[config.mk]
export PLATFORM = sky130hd
export DESIGN_NAME = ccu_capture_compare
export DESIGN_NICKNAME = d
export VERILOG_FILES = /design/src/verilog/ccu_capture_compare.v
export VERILOG_INCLUDE_DIRS = /design/src /design/src/verilog
export SDC_FILE = /design/constraint.sdc
export NUM_CORES = 2
export LEC_CHECK = 0
export BUFFER_PORTS_ARGS = -buffer_cell sky130_fd_sc_hd__buf_2
export CAP_MARGIN = 0
export CORE_ASPECT_RATIO = 0.8
export CORE_UTILIZATION = 50
export CTS_CLUSTER_DIAMETER = 30
export DETAILED_ROUTE_END_ITERATION = 10
export PLACE_DENSITY = 0.69
export SKIP_LAST_GASP = 1
export SYNTH_ARGS = -nofsm -noshare
export SYNTH_HDL_FRONTEND = slang
export SYNTH_SLANG_ARGS = --single-unit
export TNS_END_PERCENT = 100
[constraint.sdc]
create_clock -name core_clk_in -period 20.7 [get_ports core_clk_in]
set_input_delay 4.14 -clock core_clk_in [delete_from_list [all_inputs] [get_ports core_clk_in]]
set_output_delay 4.14 -clock core_clk_in [all_outputs]
set_load 0.02 [all_outputs]
[src/verilog/ccu_map.vh]
`ifndef CCU_MAP_VH
`define CCU_MAP_VH
// register addresses (word addresses on the plain port)
`define CCU_A_TCTRL     8'h00
`define CCU_A_TVAL0     8'h01
`define CCU_A_TREL0     8'h02
`define CCU_A_TVAL1     8'h03
`define CCU_A_TREL1     8'h04
`define CCU_A_ISTAT     8'h05
`define CCU_A_IMASK     8'h06
`define CCU_A_PINS      8'h07
`define CCU_A_DOUBLE    8'h08
`define CCU_A_CFG_BASE  8'h10
`define CCU_A_VAL_BASE  8'h20
// timer control fields: timer k uses bits [8k+3:8k]
`define CCU_TC_RUN      0
`define CCU_TC_SEL_LO   1
`define CCU_TC_SEL_HI   3
`define CCU_TC_STRIDE   8
`define CCU_TC_STAGGER  15
`define CCU_TCTRL_RST   16'h0000
// count clock sources
`define CCU_SEL_DIV1    3'h0
`define CCU_SEL_DIV8    3'h1
`define CCU_SEL_DIV64   3'h2
`define CCU_SEL_DIV512  3'h3
`define CCU_SEL_GPT6    3'h6
`define CCU_SEL_EXT     3'h7
`define CCU_PRE_W       9
`define CCU_STAGGER_DIV 3'h7
// channel config fields
`define CCU_CF_MODE_HI  2
`define CCU_CF_MODE_LO  0
`define CCU_CF_TSEL     3
`define CCU_CF_EDGE_HI  5
`define CCU_CF_EDGE_LO  4
`define CCU_CF_SINGLE   6
`define CCU_CFG_RST     7'h00
// channel modes
`define CCU_M_OFF       3'h0
`define CCU_M_CAPTURE   3'h1
`define CCU_M_CMP0      3'h4
`define CCU_M_CMP1      3'h5
`define CCU_M_CMP2      3'h6
`define CCU_M_CMP3      3'h7
// capture edges
`define CCU_E_RISE      2'h1
`define CCU_E_FALL      2'h2
`define CCU_E_BOTH      2'h3
`define CCU_TMAX        16'hFFFF
`endif

[src/verilog/ccu_capture_compare.v]
// Behaviour
// - sixteen channels, one or eight cycle resolution
// - two 16-bit timers, each with reload
// - timer clock from prescaler or sixth timer
// - first timer also counts external input
// - each channel picks timer and function
// - ten channels own a capture/compare pin
// - mode 0 interrupts only, many per period
// - mode 1 toggles pin each match
// - mode 2 interrupts once per period
// - mode 3 sets pin, overflow clears it
// - double mode: two channels toggle one pin
// - single event option on any compare mode
// - capture copies allocated timer into channel
// - every capture raises channel interrupt
// - capture edge rising, falling or both
// - compare channels match allocated timer the cycle after it counts
`timescale 1ns/1ns
`include "ccu_map.vh"
module ccu_capture_compare #(
  parameter NCH  = 16,
  parameter NPIN = 10
) (
  input  wire            core_clk_in,
  input  wire            rst_in,
  input  wire [7:0]      addr_in,
  input  wire [15:0]     wdata_in,
  input  wire            wr_in,
  input  wire            rd_in,
  output reg  [15:0]     rdata_out,
  input  wire            gp_sixth_timer_ovf_in,
  input  wire            ext_count_in,
  input  wire [NPIN-1:0] cc_pin_in,
  output wire [NPIN-1:0] cc_pin_out,
  output wire [NPIN-1:0] cc_pin_oe_out,
  output wire            irq_out
);

  reg  [15:0]            tctrl_reg;
  reg  [15:0]            tval_reg [0:1];
  reg  [15:0]            trel_reg [0:1];
  reg  [`CCU_PRE_W-1:0]  pre_reg;
  reg                    ext_d_reg;
  reg  [NCH-1:0]         istat_reg;
  reg  [NCH-1:0]         imask_reg;
  reg  [7:0]             double_reg;
  reg  [6:0]             cfg_reg [0:NCH-1];
  reg  [15:0]            val_reg [0:NCH-1];
  reg  [NCH-1:0]         done_reg;
  reg  [NPIN-1:0]        pin_reg;
  reg  [NPIN-1:0]        pin_d_reg;
  reg  [1:0]             adv_d_reg;
  reg  [1:0]             ovf_d_reg;
  reg  [1:0]             tick;
  reg  [1:0]             ovf;
  reg  [NCH-1:0]         cmp_hit;
  reg  [NCH-1:0]         cap_hit;
  reg  [NCH-1:0]         ev_set;
  reg  [NPIN-1:0]        pin_next;
  reg  [NPIN-1:0]        pin_oe;
  reg  [15:0]            rd_mux;
  reg  [2:0]             sel;        // source of the timer being decoded
  reg  [2:0]             mode_e;     // channel mode seen by the event decode
  reg                    ts_e;       // allocated timer seen by the event decode
  reg  [2:0]             mode_p;     // channel mode seen by the pin logic
  reg                    ts_p;       // allocated timer seen by the pin logic
  reg                    rise;
  reg                    fall;
  wire                   ext_rise;
  wire                   stagger_ok;
  // one loop index per process keeps every variable single-driven
  integer                kt;
  integer                ke;
  integer                kp;
  integer                kr;
  integer                kc;

  assign ext_rise      = ext_count_in & ~ext_d_reg;
  // staggered operation slows the divide-by-one tick to one in eight cycles
  // stagger resolution
  assign stagger_ok    = ~tctrl_reg[`CCU_TC_STAGGER] | (pre_reg[2:0] == `CCU_STAGGER_DIV);
  // pin levels leave from flip-flops, the direction follows the config
  assign cc_pin_out    = pin_reg;
  assign cc_pin_oe_out = pin_oe;
  // level interrupt: any unmasked sticky bit keeps it high
  assign irq_out       = |(istat_reg & imask_reg);

  // count clock enables for both timers
  always @* begin
    tick = 2'b00;
    ovf  = 2'b00;
    sel  = 3'h0;
    for (kt = 0; kt < 2; kt = kt + 1) begin
      // each timer owns one byte of the control word
      sel = tctrl_reg[`CCU_TC_STRIDE*kt+`CCU_TC_SEL_HI -: 3];
      case (sel)
        `CCU_SEL_DIV1:   tick[kt] = stagger_ok;
        `CCU_SEL_DIV8:   tick[kt] = (pre_reg[2:0] == 3'h7);
        `CCU_SEL_DIV64:  tick[kt] = (pre_reg[5:0] == 6'h3F);
        `CCU_SEL_DIV512: tick[kt] = (pre_reg == 9'h1FF);
        `CCU_SEL_GPT6:   tick[kt] = gp_sixth_timer_ovf_in;
        // external count input
        // the second timer has no external input and stays still
        `CCU_SEL_EXT:    tick[kt] = (kt == 0) ? ext_rise : 1'b0;
        default:         tick[kt] = 1'b0;
      endcase
      // a stopped timer never ticks, so it cannot overflow either
      tick[kt] = tick[kt] & tctrl_reg[`CCU_TC_STRIDE*kt+`CCU_TC_RUN];
      // overflow is the tick that finds the timer at its top value
      ovf[kt]  = tick[kt] & (tval_reg[kt] == `CCU_TMAX);
    end
  end

  // per-channel events; compares evaluated the cycle after the timer moved;
  // waiting for the new count avoids matching on a stale value
  always @* begin
    cmp_hit = {NCH{1'b0}};
    cap_hit = {NCH{1'b0}};
    mode_e  = 3'h0;
    ts_e    = 1'b0;
    rise    = 1'b0;
    fall    = 1'b0;
    for (ke = 0; ke < NCH; ke = ke + 1) begin
      mode_e = cfg_reg[ke][`CCU_CF_MODE_HI:`CCU_CF_MODE_LO];
      ts_e   = cfg_reg[ke][`CCU_CF_TSEL];
      if (mode_e[2] && adv_d_reg[ts_e] && (tval_reg[ts_e] == val_reg[ke]) && !done_reg[ke]) begin
        cmp_hit[ke] = 1'b1;
      end
      // only the low channels own a pin to capture from
      if (ke < NPIN) begin
        rise = cc_pin_in[ke] & ~pin_d_reg[ke];
        fall = ~cc_pin_in[ke] & pin_d_reg[ke];
        if (mode_e == `CCU_M_CAPTURE) begin
          cap_hit[ke] = (cfg_reg[ke][`CCU_CF_EDGE_LO] & rise) | (cfg_reg[ke][`CCU_CF_EDGE_HI] & fall);
        end
      end
    end
    ev_set = cmp_hit | cap_hit;
  end

  // pin drive and next pin level; later statements win, so a mode 3
  // match in the overflow cycle leaves the pin set
  always @* begin
    pin_next = pin_reg;
    pin_oe   = {NPIN{1'b0}};
    mode_p   = 3'h0;
    ts_p     = 1'b0;
    for (kp = 0; kp < NPIN; kp = kp + 1) begin
      mode_p = cfg_reg[kp][`CCU_CF_MODE_HI:`CCU_CF_MODE_LO];
      ts_p   = cfg_reg[kp][`CCU_CF_TSEL];
      // capture and interrupt-only modes leave the pin to the outside
      pin_oe[kp] = (mode_p == `CCU_M_CMP1) || (mode_p == `CCU_M_CMP3);
      if (mode_p == `CCU_M_CMP1 && cmp_hit[kp]) begin
        pin_next[kp] = ~pin_next[kp];
      end
      if (mode_p == `CCU_M_CMP3 && ovf_d_reg[ts_p]) begin
        pin_next[kp] = 1'b0;
      end
      if (mode_p == `CCU_M_CMP3 && cmp_hit[kp]) begin
        pin_next[kp] = 1'b1;
      end
    end
    // the partner channel shares the low pin; a match on either flips it
    for (kp = 0; kp < 8; kp = kp + 1) begin
      if (double_reg[kp]) begin
        pin_oe[kp] = 1'b1;
        if (cmp_hit[kp+8] && cfg_reg[kp+8][`CCU_CF_MODE_HI]) begin
          pin_next[kp] = ~pin_next[kp];
        end
        // a mode 1 low channel has flipped the pin once already
        if (cmp_hit[kp] && cfg_reg[kp][`CCU_CF_MODE_HI:`CCU_CF_MODE_LO] != `CCU_M_CMP1) begin
          pin_next[kp] = ~pin_next[kp];
        end
      end
    end
  end

  // prescaler, timers, delayed tick and overflow
  always @(posedge core_clk_in or posedge rst_in) begin
    if (rst_in) begin
      pre_reg     <= {`CCU_PRE_W{1'b0}};
      ext_d_reg   <= 1'b0;
      tval_reg[0] <= 16'h0000;
      tval_reg[1] <= 16'h0000;
      trel_reg[0] <= 16'h0000;
      trel_reg[1] <= 16'h0000;
      tctrl_reg   <= `CCU_TCTRL_RST;
      adv_d_reg   <= 2'h0;
      ovf_d_reg   <= 2'h0;
    end else begin
      pre_reg   <= pre_reg + 1'b1;
      ext_d_reg <= ext_count_in;
      adv_d_reg <= tick;
      ovf_d_reg <= ovf;
      // a new run or source takes effect on the next tick decode
      if (wr_in && addr_in == `CCU_A_TCTRL) begin
        tctrl_reg <= wdata_in;
      end
      // a new reload value is used from the next overflow on
      if (wr_in && addr_in == `CCU_A_TREL0) begin
        trel_reg[0] <= wdata_in;
      end
      if (wr_in && addr_in == `CCU_A_TREL1) begin
        trel_reg[1] <= wdata_in;
      end
      for (kr = 0; kr < 2; kr = kr + 1) begin
        if (ovf[kr]) begin
          tval_reg[kr] <= trel_reg[kr];
        end else if (tick[kr]) begin
          tval_reg[kr] <= tval_reg[kr] + 1'b1;
        end
      end
      // a software write to the timer wins over counting
      if (wr_in && addr_in == `CCU_A_TVAL0) begin
        tval_reg[0] <= wdata_in;
      end
      if (wr_in && addr_in == `CCU_A_TVAL1) begin
        tval_reg[1] <= wdata_in;
      end
    end
  end

  // channel array, interrupt status and pins
  always @(posedge core_clk_in or posedge rst_in) begin
    if (rst_in) begin
      istat_reg  <= {NCH{1'b0}};
      imask_reg  <= {NCH{1'b0}};
      double_reg <= 8'h00;
      done_reg   <= {NCH{1'b0}};
      pin_reg    <= {NPIN{1'b0}};
      pin_d_reg  <= {NPIN{1'b0}};
      for (kc = 0; kc < NCH; kc = kc + 1) begin
        cfg_reg[kc] <= `CCU_CFG_RST;
        val_reg[kc] <= 16'h0000;
      end
    end else begin
      pin_d_reg <= cc_pin_in;
      pin_reg   <= pin_next;
      // set wins over a write-one-to-clear in the same cycle
      // compare and capture interrupt
      istat_reg <= (istat_reg & ~((wr_in && addr_in == `CCU_A_ISTAT) ? wdata_in : 16'h0000)) | ev_set;
      if (wr_in && addr_in == `CCU_A_IMASK) begin
        imask_reg <= wdata_in;
      end
      if (wr_in && addr_in == `CCU_A_DOUBLE) begin
        double_reg <= wdata_in[7:0];
      end
      for (kc = 0; kc < NCH; kc = kc + 1) begin
        if (cmp_hit[kc] && (cfg_reg[kc][`CCU_CF_MODE_HI:`CCU_CF_MODE_LO] == `CCU_M_CMP2 ||
                            cfg_reg[kc][`CCU_CF_MODE_HI:`CCU_CF_MODE_LO] == `CCU_M_CMP3)) begin
          done_reg[kc] <= 1'b1;
        end else if (ovf_d_reg[cfg_reg[kc][`CCU_CF_TSEL]] && !cfg_reg[kc][`CCU_CF_SINGLE]) begin
          // a new timer period re-arms a channel not held by single event
          done_reg[kc] <= 1'b0;
        end
        if (cmp_hit[kc] && cfg_reg[kc][`CCU_CF_SINGLE]) begin
          done_reg[kc] <= 1'b1;
        end
        if (cap_hit[kc]) begin
          val_reg[kc] <= tval_reg[cfg_reg[kc][`CCU_CF_TSEL]];
        end
        // a software write wins over a capture in the same cycle
        if (wr_in && addr_in == (`CCU_A_VAL_BASE + kc)) begin
          val_reg[kc] <= wdata_in;
        end
        // rewriting the config re-arms the channel
        if (wr_in && addr_in == (`CCU_A_CFG_BASE + kc)) begin
          cfg_reg[kc]  <= wdata_in[6:0];
          done_reg[kc] <= 1'b0;
        end
      end
    end
  end

  // read decode; unmapped addresses read zero
  always @* begin
    rd_mux = 16'h0000;
    case (addr_in)
      `CCU_A_TCTRL:  rd_mux = tctrl_reg;
      `CCU_A_TVAL0:  rd_mux = tval_reg[0];
      `CCU_A_TREL0:  rd_mux = trel_reg[0];
      `CCU_A_TVAL1:  rd_mux = tval_reg[1];
      `CCU_A_TREL1:  rd_mux = trel_reg[1];
      `CCU_A_ISTAT:  rd_mux = istat_reg;
      `CCU_A_IMASK:  rd_mux = imask_reg;
      `CCU_A_PINS:   rd_mux = {6'h00, pin_reg};
      `CCU_A_DOUBLE: rd_mux = {8'h00, double_reg};
      default: begin
        if (addr_in[7:4] == 4'h1)
          rd_mux = {9'h000, cfg_reg[addr_in[3:0]]};
        else if (addr_in[7:4] == 4'h2)
          rd_mux = val_reg[addr_in[3:0]];
      end
    endcase
  end

  // read data stand exactly one cycle after the strobe; zero between
  // answers, so a stale value can never be mistaken for a new one
  always @(posedge core_clk_in or posedge rst_in) begin
    if (rst_in) begin
      rdata_out <= 16'h0000;
    end else if (rd_in) begin
      rdata_out <= rd_mux;
    end else begin
      rdata_out <= 16'h0000;
    end
  end

endmodule

Word level (Yosys, flattened, before mapping)
Cells that the tools add are included.
{"block": "totals", "register_bits": 554, "input_bits": 40}
{"block": "op_classes", "n_bitwise": 126, "n_reduce_logical": 274, "eq_ne": 132, "magnitude_cmp": 33, "n_mux": 311, "n_addsub": 3}
{"op": "2-to-1 mux 16 bit", "count": 80}
{"op": "== test 16 bit", "count": 16}
{"op": "2-to-1 mux 1 bit", "count": 224}
{"op": "logical AND 1 bit", "count": 182}
{"op": "case mux 16 bit (9 select lines)", "count": 1}
{"op": "== test 3 bit, second input constant", "count": 46}
{"op": "== test 8 x 5 -> 1 bit, second input constant", "count": 16}
{"op": "== test 8 x 6 -> 1 bit, second input constant", "count": 16}
{"op": "binary-select mux 16 bit (select 4 bit)", "count": 1}
{"op": "nonzero test 4 bit", "count": 16}
{"op": "inverter 1 bit", "count": 48}
{"op": "AND 1 bit", "count": 45}
{"op": "== test 3 x 1 -> 1 bit, second input constant", "count": 12}
{"op": "adder 16 x 1 -> 16 bit, second input constant", "count": 2}
{"op": "AND 16 bit", "count": 2}
{"op": "== test 16 bit, second input constant", "count": 2}
{"op": "== test 8 x 3 -> 1 bit, second input constant", "count": 4}
{"op": ">= comparator 2 bit, second input constant", "count": 16}
{"op": "logical NOT 1 bit", "count": 32}
{"op": "< comparator 1 x 2 -> 1 bit, second input constant", "count": 16}
{"op": "inverter 1 -> 2 bit", "count": 16}
{"op": "binary-select mux 7 bit (select 4 bit)", "count": 1}
{"op": "logical OR 1 bit", "count": 26}
{"op": "inequality test 3 bit, second input constant", "count": 8}
{"op": "23 further kinds", "count": 51}

Depth between registers and ports, before layout
{"block": "logic_depth", "word_depth": 18, "mapped_depth": 14}

Least setup slack after synthesis
Ideal clock, no wire load.
{"block": "synth_timing", "path_type": "in2reg", "startpoint": "input port addr_in[0]", "endpoint": "register rdata_out[0]", "setup_slack_ps": 14440, "arrival_time_ps": 6124, "path_stages": 7, "path_cell_list": "clkbuf_1 clkbuf_1 buf_2 mux4_2 mux4_2 a22oi_1 a21oi_1"}
{"block": "synth_via", "elab_chain_len": 8, "word_cells_on_any_way": 20}
{"element": "start, declared", "line": "ccu_capture_compare.v:26", "text": "input wire [7:0] addr_in,"}
{"element": "inverter 4 -> 5 bit (not written as such)", "line": "ccu_capture_compare.v:290, ccu_capture_compare.v:292"}
{"element": "binary-select mux 16 bit (select 4 bit)", "line": "ccu_capture_compare.v:292", "text": "rd_mux = val_reg[addr_in[3:0]];"}
{"element": "2-to-1 mux 16 bit (not written as such) (2 in series)", "line": "ccu_capture_compare.v:292"}
{"element": "2-to-1 mux 16 bit", "line": "ccu_capture_compare.v:291", "text": "else if (addr_in[7:4] == 4'h2)"}
{"element": "2-to-1 mux 16 bit", "line": "ccu_capture_compare.v:289", "text": "if (addr_in[7:4] == 4'h1)"}
{"element": "case mux 16 bit (9 select lines) *", "line": "ccu_capture_compare.v:278", "text": "case (addr_in)"}
{"element": "2-to-1 mux 16 bit *", "line": "ccu_capture_compare.v:302", "text": "end else if (rd_in) begin"}
{"element": "end signal, assigned", "line": "ccu_capture_compare.v:303", "text": "rdata_out <= rd_mux;"}
{"element": "end, declared", "line": "ccu_capture_compare.v:30", "text": "output reg [15:0] rdata_out,"}
Mark *: on every way between the ends. The rest lies on a longest branch, timed or not. The select of a mux whose other input is x is not followed.
A chain may end at the register's enable or synchronous reset.

Worst setup path in the final report
{"block": "layout_timing", "startpoint": "input port addr_in[1]", "endpoint": "register val_reg[208] (netlist bit)"}
{"block": "layout_via", "elab_chain_len": 3, "word_cells_on_any_way": 4}
{"element": "== test 8 x 6 -> 1 bit *", "line": "ccu_capture_compare.v:263", "text": "if (wr_in && addr_in == (`CCU_A_VAL_BASE + kc)) begin"}
{"element": "logical AND 1 bit *", "line": "ccu_capture_compare.v:263"}
{"element": "2-to-1 mux 16 bit / nonzero test 2 bit (equally long branches)"}
{"element": "end signal, assigned by index", "line": "ccu_capture_compare.v:260", "text": "val_reg[kc] <= tval_reg[cfg_reg[kc][`CCU_CF_TSEL]];"}
{"element": "end signal, assigned by index", "line": "ccu_capture_compare.v:264", "text": "val_reg[kc] <= wdata_in;"}
{"element": "end, declared", "line": "ccu_capture_compare.v:48", "text": "reg [15:0] val_reg [0:NCH-1];"}
Mark *: on every way between the ends. The rest lies on a longest branch, timed or not.

==> results by group <==
Outcome
  • Status: complete, no violations

Critical path
  • Setup CP Type: in -> reg
  • Start of the worst register-to-register path: pre_reg[0]
  • Maximum fanout along the worst path: 58
  • Worst reg2reg setup slack: 16660 ps
  • Depth of the worst register-to-register path: 14
  • Critical path arrival: ~7700 ps
  • Crit path cell chain: buf_4 > buf_4 > nor2b_1 > and3_1 > o21ai_0
  • Critical Path RT: between 20000 and 25000 ps
  • Kind of start point of the critical path: primary input
  • Max stage delay cell, worst path: sky130_fd_sc_hd__and3_1
  • Setup crit end kind: flop
  • Endpoint of the lowest-slack register-to-register path: tval_reg[31]
  • Largest stage delay, worst path: approximately 1100 ps
  • Cell type with the highest occurrence count on the critical path: sky130_fd_sc_hd__buf_4

Floorplan
  • Starting utilization of the core area: 0.505
  • Width of the die: 293 um
  • I/O pin count: 77
  • Vertical die dimension: between 200 and 250 um
  • Area of the die: 68900 um^2
  • Area of the core region: ~67000 um^2
  • Number of standard-cell rows in the floorplan: 85

Clock tree
  • CTS tree: built
  • Sinks on the clock net: 554
  • Number of buffers added by the clock tree synthesis step: 110
  • Worst-skew pair later-pin latency: 700 ps
  • Post-CTS setup buffers: 0
  • Clock transition time at the flip-flop clock pins of the worst setup and hold paths: 50 ps
  • Max Buffers Root-to-Sink: 3
  • Clock root buffer: sky130_fd_sc_hd__clkbuf_16
  • Gates resized, CTS repair: 0
  • H-tree lvl count: 3
  • Hold buffer count at CTS: 0

Synth
  • Yosys Warn Count: 0
  • Most used standard cell by instance count after synthesis: sky130_fd_sc_hd__dfrtp_1
  • Syn avg cell area: roughly 10 um^2
  • Share of synthesized registers carrying an async set or reset: 1.00
  • Main synth FF type: sky130_fd_sc_hd__dfrtp_1
  • Top post-synthesis cells by count: sky130_fd_sc_hd__dfrtp_1, sky130_fd_sc_hd__nand2_1, sky130_fd_sc_hd__o21ai_0
  • Ranking of synthesized cells by area: sky130_fd_sc_hd__dfrtp_1, sky130_fd_sc_hd__mux2_2, sky130_fd_sc_hd__mux2i_1
  • Number of enable flip-flop cells after synthesis: 0
  • Share of the yosys chip area belonging to registers: 0.409
  • Cell count after synthesis: 3313
  • Number of nets in the synthesized netlist: 3358
  • Synth unique cells: 63
  • Fraction of synthesized cell area taken by the top area cell type: 0.409
  • Cell area after synthesis: around 34000 um^2
  • Yosys top cell by area: sky130_fd_sc_hd__dfrtp_1
  • Synth Register Bits: 554

Detailed routing
  • Violation count after the first detailed-routing iteration: 4809
  • Total vias in the final route: 29500
  • Aggregate routed wire length: around 140 mm
  • Antenna Violating Nets Remaining: 0
  • Via-to-Cell Ratio: 6.84
  • Average wire length per cell after detail routing: 32.1 um
  • Remaining DRCs: 0
  • Count of TritonRoute iterations in the first routing pass: 6

Place
  • Post-DP HPWL: 90.5 mm
  • Count of placed standard cells including taps: 4104
  • Post-place instance area: about 35000 um^2
  • Port Buf Inserts: 76
  • Worst setup slack before clock tree synthesis: 13030 ps
  • Routability congestion estimate from global placement: between 1 and 1.5

Global route
  • Sum of overflow across all layers after global routing: 0
  • Maximum number of pins on one net before global-route repair: 102
  • Initial antenna violation count: 18
  • First-pass GRT wire length: ~200 mm
  • Overall routing resource usage: 0.401
  • Number of global-route vias before repair: about 28000

Cells and area
  • Fraction of final layout cells sized beyond drive strength 1: 0.241
  • Area growth from synthesis to final layout: 15.4%
  • Post-route cell area: roughly 39000 um^2
  • Final Non-Filler Cells: 4320
  • Core occupancy in the finished layout: 0.582
  • Post-layout net count: 3348
  • Register Area: 13900 um^2
  • Area used by multi-input combinational logic: roughly 19000 um^2
  • Filler cells: 5579
  • Flip-flop count of the largest register, all copies and words added: roughly 260

Power and ir drop
  • Pwr/cell area: about 96 nW/um^2
  • LEAKAGE: 16.1 nW
  • Worst VDD drop: between 0.00006 and 0.00007 V

STA
  • Worst path setup slack after routing: between 10000 and 15000 ps
  • Unrepaired setup endpoints after global routing: no
  • Final critical-path required period: 7220 ps
  • Worst Clk Skew: 38.1 ps
  • Sum Neg Setup Slack: 0 ps
  • Slew Viols, Final: 0
  • Total count of hold-check failures in the final report: 0
  • Total setup violations reported at the end of the flow: 0
  • Final period util: 0.349
  • Slew margin rel.: 0.141
  • Maximum operating frequency: roughly 0.14 GHz
  • Slew at the pin with the worst max-slew slack: approximately 1300 ps

Hold path
  • Type of the worst min-delay path: reg -> reg
  • Min-delay src: pre_reg[0]
  • Terminating pin of the worst hold path: pre_reg[0]
  • Number of cells traversed by the worst hold path: 1

Job
  • Max-cap check violation count: 0
==> cell usage in the layout, fill, tap and decap left out, types with 43 or more instances in the layout <==
cell | Yosys | final
sky130_fd_sc_hd__buf_4 | 8 | 104
sky130_fd_sc_hd__a21oi_1 | 70 | 70
sky130_fd_sc_hd__nand2_1 | 475 | 475
sky130_fd_sc_hd__mux2_2 | 294 | 294
sky130_fd_sc_hd__o21ai_0 | 399 | 399
sky130_fd_sc_hd__buf_2 | 32 | 74
sky130_fd_sc_hd__nand3_1 | 43 | 43
sky130_fd_sc_hd__nor4_1 | 46 | 43
sky130_fd_sc_hd__xnor2_1 | 195 | 195
sky130_fd_sc_hd__xor2_1 | 80 | 80
sky130_fd_sc_hd__dfrtp_1 | 554 | 553
sky130_fd_sc_hd__nor2_1 | 75 | 72
sky130_fd_sc_hd__clkbuf_16 | 0 | 112
sky130_fd_sc_hd__mux4_2 | 115 | 115
sky130_fd_sc_hd__mux2i_1 | 280 | 280
==> cell type report <==
class                           instances  area share
Clock inverter                         75      0.0264
Timing Repair Buffer                  179      0.0297
Antenna cell                            9    0.000576
Clock buffer                          132      0.0769
Inverter                               19     0.00201
Multi-Input combinational cell       2439       0.481
Tap cell                              913      0.0292
Sequential cell                       554       0.354
==> worst max path at each step <==
| stage | from | endpoint |
|---|---|---|
| global placement | addr_in[0] | val_reg[198] |
| finish | addr_in[1] | val_reg[208] |
| global route | addr_in[0] | val_reg[198] |
| detailed placement | addr_in[1] | val_reg[221] |
| CTS | addr_in[1] | val_reg[208] |
| floorplan | rst_in | adv_d_reg[0] |
==> critical path: cells and delay by family <==
kind	cells	cell delay [ps]
compound gates	1	260
simple gates	2	1710
buf+inv	2	1550
==> metal layers <==
metal | routed length, um | vias to the layer above | track usage
met5 | 202 | - | 0
met4 | 8520 | 26 | 0.209
met1 | 52000 | 14400 | 0.534
met3 | 23900 | 582 | 0.207
met2 | 54000 | 2507 | 0.523
li1 | - | 12000 | -
==> where the power goes <==
group          internal (mW)  total [mW]  switching (mW)
Sequential              1.15        1.23          0.0821
Clock                   1.28        1.94           0.659
Combinational          0.213       0.604           0.391
Total                   2.64        3.78            1.13
==> metrics by stage <==
| step | hold WS (ps) | power [mW] |
|---|---|---|
| 2_1_floorplan | 435 | 1.58 |
| 3_3_place_gp | 460 | 1.80 |
| 3_5_place_dp | 459 | 1.81 |
| 4_1_cts | 470 | 3.74 |
| 5_1_grt | 483 | 3.85 |
| 6_report | 476 | 3.78 |
==> logic make-up (layout without fill, tap and decap cells) <==
group                      Yosys count  after routing  share of synthesized area
buffers and inverters              320            405                     0.0377
AOI/OAI and AO/OA                  658            658                      0.113
and+or+nand+nor                    812            812                      0.111
DFF                                554            554                      0.409
muxes                              689            689                      0.257
xor gates and xnor gates           275            275                     0.0710
other                                0              9                          0
adders and majority gates            5              5                    0.00184
(Power assumes the default switching activity.)
